[src/udi_pkg.sv]
//--------------------------------------------------------------------
// Notes on behaviour
//--------------------------------------------------------------------
`default_nettype none
package udi_pkg;
   // Register byte offsets
   localparam logic [7:0] OFS_MODE = 8'h0C;
   localparam logic [7:0] OFS_CFG = 8'h10;
   localparam logic [7:0] OFS_USB_STAT = 8'h18;
   localparam logic [7:0] OFS_USB_EN = 8'h14;
   localparam logic [7:0] OFS_DMA_STAT = 8'h50;
   localparam logic [7:0] OFS_DMA_EN = 8'h54;
   localparam logic [7:0] OFS_CLK_CTRL = 8'h58;
   // Mode register fields
   localparam int MODE_GATE_BIT = 3;
   localparam int MODE_CLK_ON_BIT = 7;
   localparam logic [15:0] MODE_RST = 16'h0000;
   // Config register fields
   localparam int CFG_POL_BIT = 0;
   localparam int CFG_LVL_BIT = 1;
   localparam int CFG_CTRL_LSB = 2;
   localparam int CFG_IN_LSB = 4;
   localparam int CFG_OUT_LSB = 6;
   localparam logic [7:0] CFG_RST = 8'h00;
   // USB status bit positions of pipe events
   localparam int USB_CTRL_BIT = 8;
   localparam int USB_IN_BIT = 9;
   localparam int USB_OUT_BIT = 10;
   // Pulse timing
   localparam int CLK_PERIOD_NS = 10;
   localparam int PULSE_NS = 60;
   localparam int PULSE_CYC = (PULSE_NS + CLK_PERIOD_NS - 1) / CLK_PERIOD_NS;
   // Pipe generation modes
   typedef enum logic [1:0] {
      PM_ALL = 2'b00,
      PM_ACK = 2'b01,
      PM_NAK = 2'b10,
      PM_OFF = 2'b11
   } udi_pipe_mode_t;
   // Pipe event with its handshake kind
   typedef struct packed {
      logic hit;
      logic nak;
   } udi_pipe_evt_t;
endpackage
`default_nettype wire

[src/udi_pulse_gen.sv]
`timescale 1ns/1ps
`default_nettype none
// Fixed-width pulse stretcher, started by a one-cycle trigger
module udi_pulse_gen #(
   parameter int WIDTH = 6
) (
   input wire logic pclk,
   input wire logic presetn,
   input wire logic trig,
   output logic pulse
);
   logic [7:0] cnt_q, cnt_d;
   //--------------------------------------------------------------
   // Counter
   //--------------------------------------------------------------
   // Load on trigger, count down to zero
   always_comb begin
      cnt_d = cnt_q;
      if (trig) begin
         cnt_d = 8'(WIDTH);
      end else if (cnt_q != 8'h00) begin
         cnt_d = cnt_q - 8'h01;
      end
   end
   // Register
   always_ff @(posedge pclk or negedge presetn) begin
      if (!presetn) begin
         cnt_q <= 8'h00;
      end else begin
         cnt_q <= cnt_d;
      end
   end
   assign pulse = (cnt_q != 8'h00);
endmodule
`default_nettype wire

[src/udi_irq_ctrl.sv]
// The APB register port is this design's own decision.
`timescale 1ns/1ps
`default_nettype none
// Interrupt output logic with APB register access
module udi_irq_ctrl #(
   parameter int USB_EVTS = 16,
   parameter int DMA_EVTS = 16
) (
   input wire logic pclk,
   input wire logic presetn,
   input wire logic psel,
   input wire logic penable,
   input wire logic pwrite,
   input wire logic [7:0] paddr,
   input wire logic [31:0] pwdata,
   output logic [31:0] prdata,
   output logic pready,
   output logic pslverr,
   input wire logic [USB_EVTS-1:0] usb_evt,
   input wire logic [DMA_EVTS-1:0] dma_evt,
   input wire udi_pkg::udi_pipe_evt_t ctrl_evt,
   input wire udi_pkg::udi_pipe_evt_t in_evt,
   input wire udi_pkg::udi_pipe_evt_t out_evt,
   input wire logic suspend,
   input wire logic vbus,
   output logic clk_wake,
   output logic irq_pin
);
   import udi_pkg::*;

   //--------------------------------------------------------------
   // Helpers
   //--------------------------------------------------------------
   // Decide whether a pipe event is reported under a mode
   function automatic logic pipe_pass(input logic [1:0] m, input udi_pipe_evt_t e);
      logic r;
      r = 1'b0;
      case (udi_pipe_mode_t'(m))
         PM_ALL: r = e.hit;
         PM_ACK: r = e.hit & ~e.nak;
         PM_NAK: r = e.hit & e.nak;
         PM_OFF: r = 1'b0;
         default: r = 1'b0;
      endcase
      return r;
   endfunction

   //--------------------------------------------------------------
   // Bus decode
   //--------------------------------------------------------------
   logic wr_acc, rd_acc, hit;
   assign wr_acc = psel & penable & pwrite;
   assign rd_acc = psel & penable & ~pwrite;
   assign pready = 1'b1;
   // Known addresses
   always_comb begin
      case (paddr)
         OFS_MODE, OFS_CFG, OFS_USB_STAT, OFS_USB_EN,
         OFS_DMA_STAT, OFS_DMA_EN, OFS_CLK_CTRL: hit = 1'b1;
         default: hit = 1'b0;
      endcase
   end
   assign pslverr = psel & penable & ~hit;

   //--------------------------------------------------------------
   // Control registers
   //--------------------------------------------------------------
   logic [15:0] mode_q, mode_d;
   logic [7:0] cfg_q, cfg_d;
   logic [USB_EVTS-1:0] usb_en_q, usb_en_d;
   logic [DMA_EVTS-1:0] dma_en_q, dma_en_d;
   // Software writes, defaults give active low level mode
   always_comb begin
      mode_d = mode_q;
      cfg_d = cfg_q;
      usb_en_d = usb_en_q;
      dma_en_d = dma_en_q;
      if (wr_acc && paddr == OFS_MODE) mode_d = pwdata[15:0];
      if (wr_acc && paddr == OFS_CFG) cfg_d = pwdata[7:0];
      if (wr_acc && paddr == OFS_USB_EN) usb_en_d = pwdata[USB_EVTS-1:0];
      if (wr_acc && paddr == OFS_DMA_EN) dma_en_d = pwdata[DMA_EVTS-1:0];
   end
   // Register
   always_ff @(posedge pclk or negedge presetn) begin
      if (!presetn) begin
         mode_q <= MODE_RST;
         cfg_q <= CFG_RST;
         usb_en_q <= '0;
         dma_en_q <= '0;
      end else begin
         mode_q <= mode_d;
         cfg_q <= cfg_d;
         usb_en_q <= usb_en_d;
         dma_en_q <= dma_en_d;
      end
   end
   property p_cfg_write;
      @(posedge pclk) disable iff (!presetn)
      (wr_acc && paddr == OFS_CFG) |=> (cfg_q == $past(pwdata[7:0]));
   endproperty
   a_cfg_write: assert property (p_cfg_write) else $error("config write lost");
   property p_mode_write;
      @(posedge pclk) disable iff (!presetn)
      (wr_acc && paddr == OFS_MODE) |=> (mode_q == $past(pwdata[15:0]));
   endproperty
   a_mode_write: assert property (p_mode_write) else $error("mode write lost");
   property p_err_hold;
      @(posedge pclk) disable iff (!presetn)
      (psel && penable && !hit) |=> ($stable(mode_q) && $stable(cfg_q));
   endproperty
   a_err_hold: assert property (p_err_hold) else $error("unmapped access changed a register");

   logic gate, pol_high, pulse_mode;
   assign gate = mode_q[MODE_GATE_BIT];
   assign pol_high = cfg_q[CFG_POL_BIT];
   assign pulse_mode = cfg_q[CFG_LVL_BIT];

   //--------------------------------------------------------------
   // Status latching
   //--------------------------------------------------------------
   logic [USB_EVTS-1:0] usb_set, usb_st_q, usb_st_d;
   logic [DMA_EVTS-1:0] dma_st_q, dma_st_d;
   // Pipe events enter the USB status through their mode filters
   always_comb begin
      usb_set = usb_evt;
      usb_set[USB_CTRL_BIT] = usb_evt[USB_CTRL_BIT] |
         pipe_pass(cfg_q[CFG_CTRL_LSB +: 2], ctrl_evt);
      usb_set[USB_IN_BIT] = usb_evt[USB_IN_BIT] |
         pipe_pass(cfg_q[CFG_IN_LSB +: 2], in_evt);
      usb_set[USB_OUT_BIT] = usb_evt[USB_OUT_BIT] |
         pipe_pass(cfg_q[CFG_OUT_LSB +: 2], out_evt);
   end
   // Write one to clear, a new event wins over the clear
   always_comb begin
      usb_st_d = usb_st_q;
      dma_st_d = dma_st_q;
      if (wr_acc && paddr == OFS_USB_STAT) usb_st_d = usb_st_q & ~pwdata[USB_EVTS-1:0];
      if (wr_acc && paddr == OFS_DMA_STAT) dma_st_d = dma_st_q & ~pwdata[DMA_EVTS-1:0];
      usb_st_d = usb_st_d | usb_set;
      dma_st_d = dma_st_d | dma_evt;
   end
   // Register
   always_ff @(posedge pclk or negedge presetn) begin
      if (!presetn) begin
         usb_st_q <= '0;
         dma_st_q <= '0;
      end else begin
         usb_st_q <= usb_st_d;
         dma_st_q <= dma_st_d;
      end
   end
   property p_usb_latch;
      @(posedge pclk) disable iff (!presetn)
      (|usb_set) |=> ((usb_st_q & $past(usb_set)) == $past(usb_set));
   endproperty
   a_usb_latch: assert property (p_usb_latch) else $error("usb event not latched");
   property p_usb_sticky;
      @(posedge pclk) disable iff (!presetn)
      !(wr_acc && paddr == OFS_USB_STAT) |=> ((usb_st_q & $past(usb_st_q)) == $past(usb_st_q));
   endproperty
   a_usb_sticky: assert property (p_usb_sticky) else $error("usb status lost");
   property p_dma_sticky;
      @(posedge pclk) disable iff (!presetn)
      !(wr_acc && paddr == OFS_DMA_STAT) |=> ((dma_st_q & $past(dma_st_q)) == $past(dma_st_q));
   endproperty
   a_dma_sticky: assert property (p_dma_sticky) else $error("dma status lost");
   property p_ctrl_off;
      @(posedge pclk) disable iff (!presetn)
      (cfg_q[CFG_CTRL_LSB +: 2] == PM_OFF && !usb_evt[USB_CTRL_BIT]) |-> !usb_set[USB_CTRL_BIT];
   endproperty
   a_ctrl_off: assert property (p_ctrl_off) else $error("control pipe not muted");
   property p_in_ack;
      @(posedge pclk) disable iff (!presetn)
      (cfg_q[CFG_IN_LSB +: 2] == PM_ACK && in_evt.hit && !in_evt.nak) |-> usb_set[USB_IN_BIT];
   endproperty
   a_in_ack: assert property (p_in_ack) else $error("in pipe ack not reported");
   property p_out_nak;
      @(posedge pclk) disable iff (!presetn)
      (cfg_q[CFG_OUT_LSB +: 2] == PM_NAK && out_evt.hit && !out_evt.nak &&
         !usb_evt[USB_OUT_BIT]) |-> !usb_set[USB_OUT_BIT];
   endproperty
   a_out_nak: assert property (p_out_nak) else $error("out pipe ack not filtered");

   //--------------------------------------------------------------
   // Interrupt pin
   //--------------------------------------------------------------
   logic pend, pend_q, pend_d, held_q, held_d, trig, pulse;
   assign pend = |(usb_st_q & usb_en_q) | |(dma_st_q & dma_en_q);
   // Level hold: asserts on gate, stays until pending clears
   always_comb begin
      held_d = held_q;
      if (!pend) begin
         held_d = 1'b0;
      end else if (gate) begin
         held_d = 1'b1;
      end
      pend_d = pend;
   end
   // Register
   always_ff @(posedge pclk or negedge presetn) begin
      if (!presetn) begin
         held_q <= 1'b0;
         pend_q <= 1'b0;
      end else begin
         held_q <= held_d;
         pend_q <= pend_d;
      end
   end
   assign trig = pend & ~pend_q & gate;

   udi_pulse_gen #(
      .WIDTH(PULSE_CYC)
   ) i_udi_pulse_gen (
      .pclk(pclk),
      .presetn(presetn),
      .trig(trig),
      .pulse(pulse)
   );

   logic act;
   assign act = pulse_mode ? pulse : (pend & (held_q | gate));
   assign irq_pin = act ~^ pol_high;
   property p_gated_idle;
      @(posedge pclk) disable iff (!presetn)
      (!pulse_mode && !gate && !held_q) |-> (irq_pin == !pol_high);
   endproperty
   a_gated_idle: assert property (p_gated_idle) else $error("gated pin not idle");
   property p_trig_gate;
      @(posedge pclk) disable iff (!presetn)
      (!gate) |-> !trig;
   endproperty
   a_trig_gate: assert property (p_trig_gate) else $error("pulse started while gated");
   property p_one_trig;
      @(posedge pclk) disable iff (!presetn)
      trig |=> !trig;
   endproperty
   a_one_trig: assert property (p_one_trig) else $error("pulse started twice");
   property p_level_pol;
      @(posedge pclk) disable iff (!presetn)
      (!pulse_mode && pol_high && act) |-> irq_pin;
   endproperty
   a_level_pol: assert property (p_level_pol) else $error("active high pin low");
   property p_held_drop;
      @(posedge pclk) disable iff (!presetn)
      (!pend) |=> !held_q;
   endproperty
   a_held_drop: assert property (p_held_drop) else $error("hold kept after clear");

   //--------------------------------------------------------------
   // Clock wake
   //--------------------------------------------------------------
   logic vbus_q, wake_q, wake_d;
   // Wake on any VBUS change while suspended with clock off
   always_comb begin
      wake_d = 1'b0;
      if (suspend && !mode_q[MODE_CLK_ON_BIT] && (vbus != vbus_q)) wake_d = 1'b1;
   end
   // Register
   always_ff @(posedge pclk or negedge presetn) begin
      if (!presetn) begin
         vbus_q <= 1'b0;
         wake_q <= 1'b0;
      end else begin
         vbus_q <= vbus;
         wake_q <= wake_d;
      end
   end
   assign clk_wake = wake_q;
   property p_wake_off;
      @(posedge pclk) disable iff (!presetn)
      mode_q[MODE_CLK_ON_BIT] |=> !clk_wake;
   endproperty
   a_wake_off: assert property (p_wake_off) else $error("wake with clock kept on");
   property p_wake_edge;
      @(posedge pclk) disable iff (!presetn)
      (suspend && !mode_q[MODE_CLK_ON_BIT] && (vbus != vbus_q)) |=> clk_wake;
   endproperty
   a_wake_edge: assert property (p_wake_edge) else $error("vbus change missed");

   //--------------------------------------------------------------
   // Read data
   //--------------------------------------------------------------
   logic [31:0] rd_d, rd_q;
   // Registered read mux
   always_comb begin
      rd_d = 32'h0000_0000;
      case (paddr)
         OFS_MODE: rd_d[15:0] = mode_q;
         OFS_CFG: rd_d[7:0] = cfg_q;
         OFS_USB_STAT: rd_d[USB_EVTS-1:0] = usb_st_q;
         OFS_USB_EN: rd_d[USB_EVTS-1:0] = usb_en_q;
         OFS_DMA_STAT: rd_d[DMA_EVTS-1:0] = dma_st_q;
         OFS_DMA_EN: rd_d[DMA_EVTS-1:0] = dma_en_q;
         OFS_CLK_CTRL: rd_d[1:0] = {act, wake_q};
         default: rd_d = 32'h0000_0000;
      endcase
   end
   // Register; only updates in the setup cycle
   always_ff @(posedge pclk or negedge presetn) begin
      if (!presetn) begin
         rd_q <= 32'h0000_0000;
      end else if (psel && !penable && !pwrite) begin
         rd_q <= rd_d;
      end
   end
   assign prdata = rd_acc ? rd_q : 32'h0000_0000;
   property p_rd_idle;
      @(posedge pclk) disable iff (!presetn)
      (!rd_acc) |-> (prdata == 32'h0000_0000);
   endproperty
   a_rd_idle: assert property (p_rd_idle) else $error("read data outside access");

   //--------------------------------------------------------------
   // Checks
   //--------------------------------------------------------------
   property p_gate_block;
      @(posedge pclk) disable iff (!presetn)
      (!pulse_mode && !held_q && !gate) |-> (act == 1'b0);
   endproperty
   a_gate_block: assert property (p_gate_block) else $error("pin active while gated");
   property p_reset_pol;
      @(posedge pclk) disable iff (!presetn)
      (!pol_high && !act) |-> irq_pin;
   endproperty
   a_reset_pol: assert property (p_reset_pol) else $error("idle pin not high");
   property p_pulse_width;
      @(posedge pclk) disable iff (!presetn)
      (trig && pulse_mode && !pulse) |=> pulse [*6] ##1 (!pulse || $past(trig, 6));
   endproperty
   a_pulse_width: assert property (p_pulse_width) else $error("pulse width wrong");
   property p_latch;
      @(posedge pclk) disable iff (!presetn)
      (|dma_evt) |=> ((dma_st_q & $past(dma_evt)) == $past(dma_evt));
   endproperty
   a_latch: assert property (p_latch) else $error("event not latched");
   property p_enable;
      @(posedge pclk) disable iff (!presetn)
      (usb_en_q == '0 && dma_en_q == '0) |-> !pend;
   endproperty
   a_enable: assert property (p_enable) else $error("disabled event pends");
   property p_gate_on;
      @(posedge pclk) disable iff (!presetn)
      (!pulse_mode && pend && gate) |-> act;
   endproperty
   a_gate_on: assert property (p_gate_on) else $error("level pin not asserted");
   property p_hold;
      @(posedge pclk) disable iff (!presetn)
      (!pulse_mode && act && pend && $stable(cfg_q)) |=> (act || !pend);
   endproperty
   a_hold: assert property (p_hold) else $error("pin dropped while pending");
   property p_release;
      @(posedge pclk) disable iff (!presetn)
      (!pulse_mode && !pend) |-> !act;
   endproperty
   a_release: assert property (p_release) else $error("pin stuck after clear");
endmodule
`default_nettype wire

[config.mk]
export PLATFORM = sky130hd
export DESIGN_NAME = udi_irq_ctrl
export DESIGN_NICKNAME = d
export VERILOG_FILES = /design/src/udi_pkg.sv /design/src/udi_pulse_gen.sv /design/src/udi_irq_ctrl.sv
export SDC_FILE = /design/constraint.sdc
export NUM_CORES = 1
export LEC_CHECK = 0
export BUFFER_PORTS_ARGS = -buffer_cell sky130_fd_sc_hd__buf_2
export CAP_MARGIN = 20
export CORE_MARGIN = 2
export CORE_UTILIZATION = 35
export CTS_BUF_LIST = sky130_fd_sc_hd__clkbuf_8
export CTS_CLUSTER_DIAMETER = 200
export CTS_CLUSTER_SIZE = 24
export DETAILED_ROUTE_END_ITERATION = 7
export GPL_ROUTABILITY_DRIVEN = 0
export SETUP_SLACK_MARGIN = 0.4
export SLEW_MARGIN = 20
export SYNTH_ARGS = -nofsm -noshare
export SYNTH_HDL_FRONTEND = slang
export SYNTH_SLANG_ARGS = --single-unit
[constraint.sdc]
create_clock -name pclk -period 2.3 [get_ports pclk]
set_input_delay 0.345 -clock pclk [delete_from_list [all_inputs] [get_ports pclk]]
set_output_delay 0.345 -clock pclk [all_outputs]
set_load 0.02 [all_outputs]
-- After elaboration in Yosys (flattened, before gate mapping)
Index checks and enable logic that the tools add are counted.
Widths: inputs -> output; s select.
- register bits after elaboration: 116
- latch bits: 0
- memory bits (writable): 0
- bits in read-only memories: 0
- output and inout port bits: 36
- memories kept: 0
- add/sub/neg operators: 1
- multiply operators: 0
- div/mod/pow operators: 0
- order comparisons: 0
- equality and inequality tests: 18
- shift-type cells: 0
- mux-type cells: 16
- bitwise logic cells: 32
- reductions and logical operators: 21
- operators with widths (cell ; number):
    $and 16x16->16 ; 4
    $mux 16 ; 3
    $pmux 8 s5 ; 1
    $pmux 6 s6 ; 1
    $or 16x16->16 ; 2
    $reduce_or 16->1 ; 2
    $eq 8x5->1 const B ; 3
    $eq 8x7->1 const B ; 3
    $mux 8 ; 2
    $not 16->16 ; 1
    $pmux 2 s7 ; 1
    $and 1x1->1 ; 13
    $eq 2x2->1 const B ; 6
    $pmux 1 s4 ; 3
    $logic_and 1x1->1 ; 10
    $eq 8x4->1 const B ; 1
    $reduce_bool 8->1 ; 1
    $sub 8x1->8 const B ; 1
    $reduce_or 7->1 ; 1
    $eq 2x1->1 const B ; 3
    $logic_not 2->1 ; 3
    $not 1->1 ; 6
    $mux 1 ; 5
    $or 1x1->1 ; 5
    5 further kinds ; 7

-- Longest topological paths before layout
- word-level depth: 6
- gate-level depth with buffers: 8

-- Hierarchy
Synthesis repeated with hierarchy kept, for this count alone.
- cells, all modules: 518
- area total of the unflattened synthesis: 5816.8 µm²
- modules (own cells, without submodules) (module ; times used ; cells each ; area an instance (µm²) ; seq. area each (µm²)):
    udi_irq_ctrl ; 1 ; 465 ; 5327.6 ; 2702.6
    udi_pulse_gen ; 1 ; 53 ; 489.2 ; 200.2

-- Least setup slack after synthesis
Ideal clock, no wire load.
- kind: input -> register
- from: input paddr[7]
- to: register usb_en_q[10]
- library setup time: 0.125 ns
- arrival time: 2.110 ns
- data required time: 2.175 ns
- path slack: 0.065 ns
- stages on the path: 7
- buffers on the path: 3
- cells stage by stage: or4_1 -> buf_2 -> nor3_4 -> and4b_1 -> buf_2 -> buf_2 -> mux2_2
- cells in the longest elaborated chain, start to end: 2
- RTL lines (element ; line ; source):
    start, declared ; udi_irq_ctrl.sv:14 ; input wire logic [7:0] paddr,
    $eq 8x5->1 ; udi_irq_ctrl.sv:80 ; if (wr_acc && paddr == OFS_USB_EN) usb_en_d = pwdata[USB_EVTS-1:0];
    $logic_and 1x1->1 ; udi_irq_ctrl.sv:80 ;
    end signal, assigned ; udi_irq_ctrl.sv:93 ; usb_en_q <= usb_en_d;
    end, declared ; udi_irq_ctrl.sv:70 ; logic [USB_EVTS-1:0] usb_en_q, usb_en_d;
Every way passes these cells.
A chain may end at the register's enable or synchronous reset.

-- Worst setup path in the final report
- from: register usb_en_q[3]
- to: output irq_pin
- cells in the longest elaborated chain, start to end: 6
- RTL lines (element ; line ; source):
    $and 16x16->16 ; udi_irq_ctrl.sv:188 ; assign pend = |(usb_st_q & usb_en_q) | |(dma_st_q & dma_en_q);
    $reduce_or 16->1 ; udi_irq_ctrl.sv:188 ;
    $or 1x1->1 ; udi_irq_ctrl.sv:188 ;
    $and 1x1->1 ; udi_irq_ctrl.sv:221 ; assign act = pulse_mode ? pulse : (pend & (held_q | gate));
    $mux 1 ; udi_irq_ctrl.sv:221 ;
    $xnor 1x1->1 ; udi_irq_ctrl.sv:222 ; assign irq_pin = act ~^ pol_high;
    end, declared ; udi_irq_ctrl.sv:27 ; output logic irq_pin
Every way passes these cells.

==> impl_metrics.py <==
metrics = {
    "cells_and_area": {
        "syn_to_final_growth_pct": 25.22,
        "nets": 740,
        "drive_gt1_share_pct": 37.27,
        "utilization_pct": 44.41,
        "n_antenna_cell": 0,
    },
    "floorplan": {
        "core_um2": 16410,
        "num_rows": 47,
        "start_util_pct": 35.47,
        "ios": 121,
        "die_area_um2": 17670,
        "die_height_um": 132.9,
        "die_x_um": 132.9,
    },
    "yosys": {
        "synthCells": 529,
        "synth_area_um2": 5819,
        "synth_cell_types": 49,
        "synthFlopType": "dfrtp_1",
        "synth.area.top_cells": "dfrtp_1 50%, mux2_2 13%, a21o_1 4.1%",
        "yosysSeqAreaShare_pct": 49.88,
        "yosys.area.top_type": "dfrtp_1",
        "ys_ff_latch": 116,
        "netlist.area_leader.share_pct": 49.88,
        "async_flop_share_pct": 100.0,
        "synth_warnings": 0,
        "synth_edf_count": 0,
        "syn_area_per_cell_um2": 11.00,
    },
    "timing": {
        "fin_crit_ns": 2.419,
        "worst_pin_slew_ns": 0.8037,
        "fin_setup_tns_ns": -0.1191,
        "maxSlewViolCount": 0,
        "fin_crit_sh_pct": 105.2,
        "rsz0062_at_grt": "true",
        "clock.fmax_ghz": 0.4134,
        "setup_viol": 1,
        "hold_viol": 0,
        "clock_skew_ns": 0.007226,
        "worst_slew_margin_rel_pct": 46.31,
        "final.setup.worst_slack_ns": -0.1191,
    },
    "routing": {
        "drc": 0,
        "route.met3.wl_mm": 1.035,
        "met1Wirelength_mm": 7.117,
        "vias_per_cell": 5.150,
        "wl_met2_mm": 7.914,
        "ant_nets": 0,
        "drt_iter0_drc": 311,
        "drt-wirelength-per-cell_um": 18.59,
        "wl_mm": 16.36,
        "via_count": 4532,
        "top_layer": "met4",
        "firstDrtPassIters": 4,
    },
    "run_status": {
        "status": "finished with violations",
        "failed_checks": "negative setup slack",
    },
    "power_and_ir_drop": {
        "p_per_area_nw_per_um2": 683.6,
        "ir_worst_vdd_uv": 367.6,
        "total_power_mw": 4.981,
        "leakage_nw": 3.257,
    },
    "critical_path": {
        "reg2reg_to": "i_udi_pulse_gen.cnt_q[2]$_DFFE_PN0P_",
        "cp.required_ns": 1.96,
        "r2r_cells": 6,
        "crit_fanout": 3,
        "reg2reg_slack_ns": 0.47,
        "crit_path_end_kind": "output port",
        "r2r_start": "usb_en_q[3]$_DFFE_PN0P_",
        "cp-start-kind": "register",
        "criticalPathCategory": "reg -> out",
        "critPathArrivalTime_ns": 2.07,
    },
    "clock_network": {
        "clockBufferDepth": 2,
        "cts_buffers": 17,
        "clock_latency_ns": 0.44,
        "cts_root_buf": "clkbuf_8",
        "htreeDepth": 4,
        "cts_tree": "built",
        "path_clk_slew_ns": 0.07,
        "cts_sinks": 116,
    },
    "grt": {
        "grt_pass1_wl_mm": 26.38,
        "gr-usage-all-layers_pct": 19.52,
        "grt_pass1_vias": 4756,
        "antenna_found_initial": 0,
        "grt_max_degree": 39,
        "overflow": 0,
    },
    "placed_design": {
        "post-dp-hpwl_mm": 12.20,
        "pre_cts_ws_ns": 0.08713,
        "io_buffers": 87,
    },
    "min_path": {
        "hold_start": "vbus",
        "hp-class": "in -> reg",
        "hold_depth": 1,
        "holdPathEnd": "vbus_q$_DFF_PN0_",
    },
    "flow_run": {
        "max-cap-violations": 0,
    },
}
## routing by layer
metal,track usage [%],up-vias
li1,-,2112
met1,25.31,2240
met4,7.348,0
met5,0,-
met2,31.92,157
met3,4.483,23
## state kept, by name, indices dropped and copies added, names as in the netlist
register and cells:
cfg_q 8, clk_wake 1, dma_en_q 16, dma_st_q 16, held_q 1, i_udi_pulse_gen.cnt_q 8
mode_q 16, pend_q 1, rd_q 16, usb_en_q 16, usb_st_q 16, vbus_q 1
## power breakdown
part | switching (mW) | internal, mW | total (mW)
clock network | 0.814 | 1.25 | 2.06
logic | 0.357 | 0.283 | 0.640
registers | 0.123 | 2.16 | 2.28
total | 1.29 | 3.69 | 4.98
## cells in the final DEF, fill, tap and decap left out, types with 5 or more instances in the layout
cell / n
mux2_2: 51
mux2_4: 15
a221oi_1: 15
clkbuf_8: 20
and2_1: 20
a2bb2oi_1: 5
buf_4: 39
buf_2: 84
nand2_1: 50
dfrtp_1: 115
inv_1: 16
nor2_1: 29
a21oi_1: 23
a22oi_1: 15
xnor2_1: 5
nand4_1: 6
nand3b_1: 10
a21o_1: 32
ha_1: 8
a22oi_2: 9
o21ai_0: 10
nand3_1: 6
conb_1: 17
## logic make-up (layout without fill, tap and decap cells)
| family | Yosys count | in the layout | share of synthesized area (%) |
|---|---|---|---|
| AOI/OAI and AO/OA | 118 | 118 | 14.38 |
| xor gates and xnor gates | 10 | 10 | 1.505 |
| adders and majority gates | 8 | 8 | 1.720 |
| buffers and inverters | 56 | 172 | 5.117 |
| DFF | 116 | 116 | 49.88 |
| muxes | 67 | 67 | 13.16 |
| other | 2 | 17 | 0.1291 |
| and+or+nand+nor | 152 | 152 | 14.10 |
## worst max-delay path by stage
stage	end	depth (start not counted)	slack (ns)	startpoint
after floorplan	cfg_q[0]$_DFFE_PN0P_	7	0.1	paddr[7]
final	irq_pin	6	-0.12	usb_en_q[3]$_DFFE_PN0P_
after detailed placement	cfg_q[5]$_DFFE_PN0P_	6	0.09	paddr[7]
after global placement	usb_en_q[8]$_DFFE_PN0P_	6	0.09	paddr[7]
after global routing	irq_pin	6	-0.20	dma_en_q[14]$_DFFE_PN0P_
after CTS	irq_pin	6	-0.16	dma_en_q[12]$_DFFE_PN0P_
## stage by stage
| step | hold WS, ns | cells | instance area (um^2) |
|---|---|---|---|
| floorplan | 0.04941 | 544 | 6001 |
| global placement | 0.3607 | 840 | 6700 |
| detailed placement | 0.3755 | 840 | 6700 |
| CTS | 0.01487 | 880 | 7256 |
| global route | 0.02668 | 880 | 7287 |
| finish | 0.03516 | 880 | 7287 |
## what timing repair did
| action | 4_1_cts | 5_1_grt |
|---|---|---|
| buffers inserted | 7 | 0 |
| hold buffers | 1 | 0 |
| endpoints found under the hold margin | 34 | 0 |
| pin swaps | 7 | 2 |
| gates resized for setup | 12 | 6 |
| endpoints found under the setup margin | 10 | 3 |
## synth_stat cells (all sizes together), types with 4 or more instances
cell type  number
nor4            5
nor3            6
a221oi         15
nand4           6
mux2           66
ha              8
nor2           29
a221o           4
xnor2           6
clkbuf         15
nand3b         10
a22oi          24
nand2          51
nand3           6
xor2            4
and2           20
a2bb2oi         5
o21ai          10
buf            28
inv            13
a21oi          23
a21o           32
dfrtp         116
## worst max-delay path, cell delays in order (launching register included)
cell and delay [ns]:
dfrtp_1 0.42, a22oi_2 0.24, nand4_1 0.16, nor4_4 0.39, o31ai_2 0.12, xnor2_2 0.14
buf_4 0.16
## final cells by class
cell class              count  area (um^2)
clock buffers              20        275.3
multi-input cells         372         2839
flip-flops and latches    116         2904
inverters                  13        48.80
fillers                  1558         9120
clock inverters            12        161.4
repair buffers            127        783.3
well taps                 220        275.3
No activity file was read; power rests on OpenSTA's default activity.
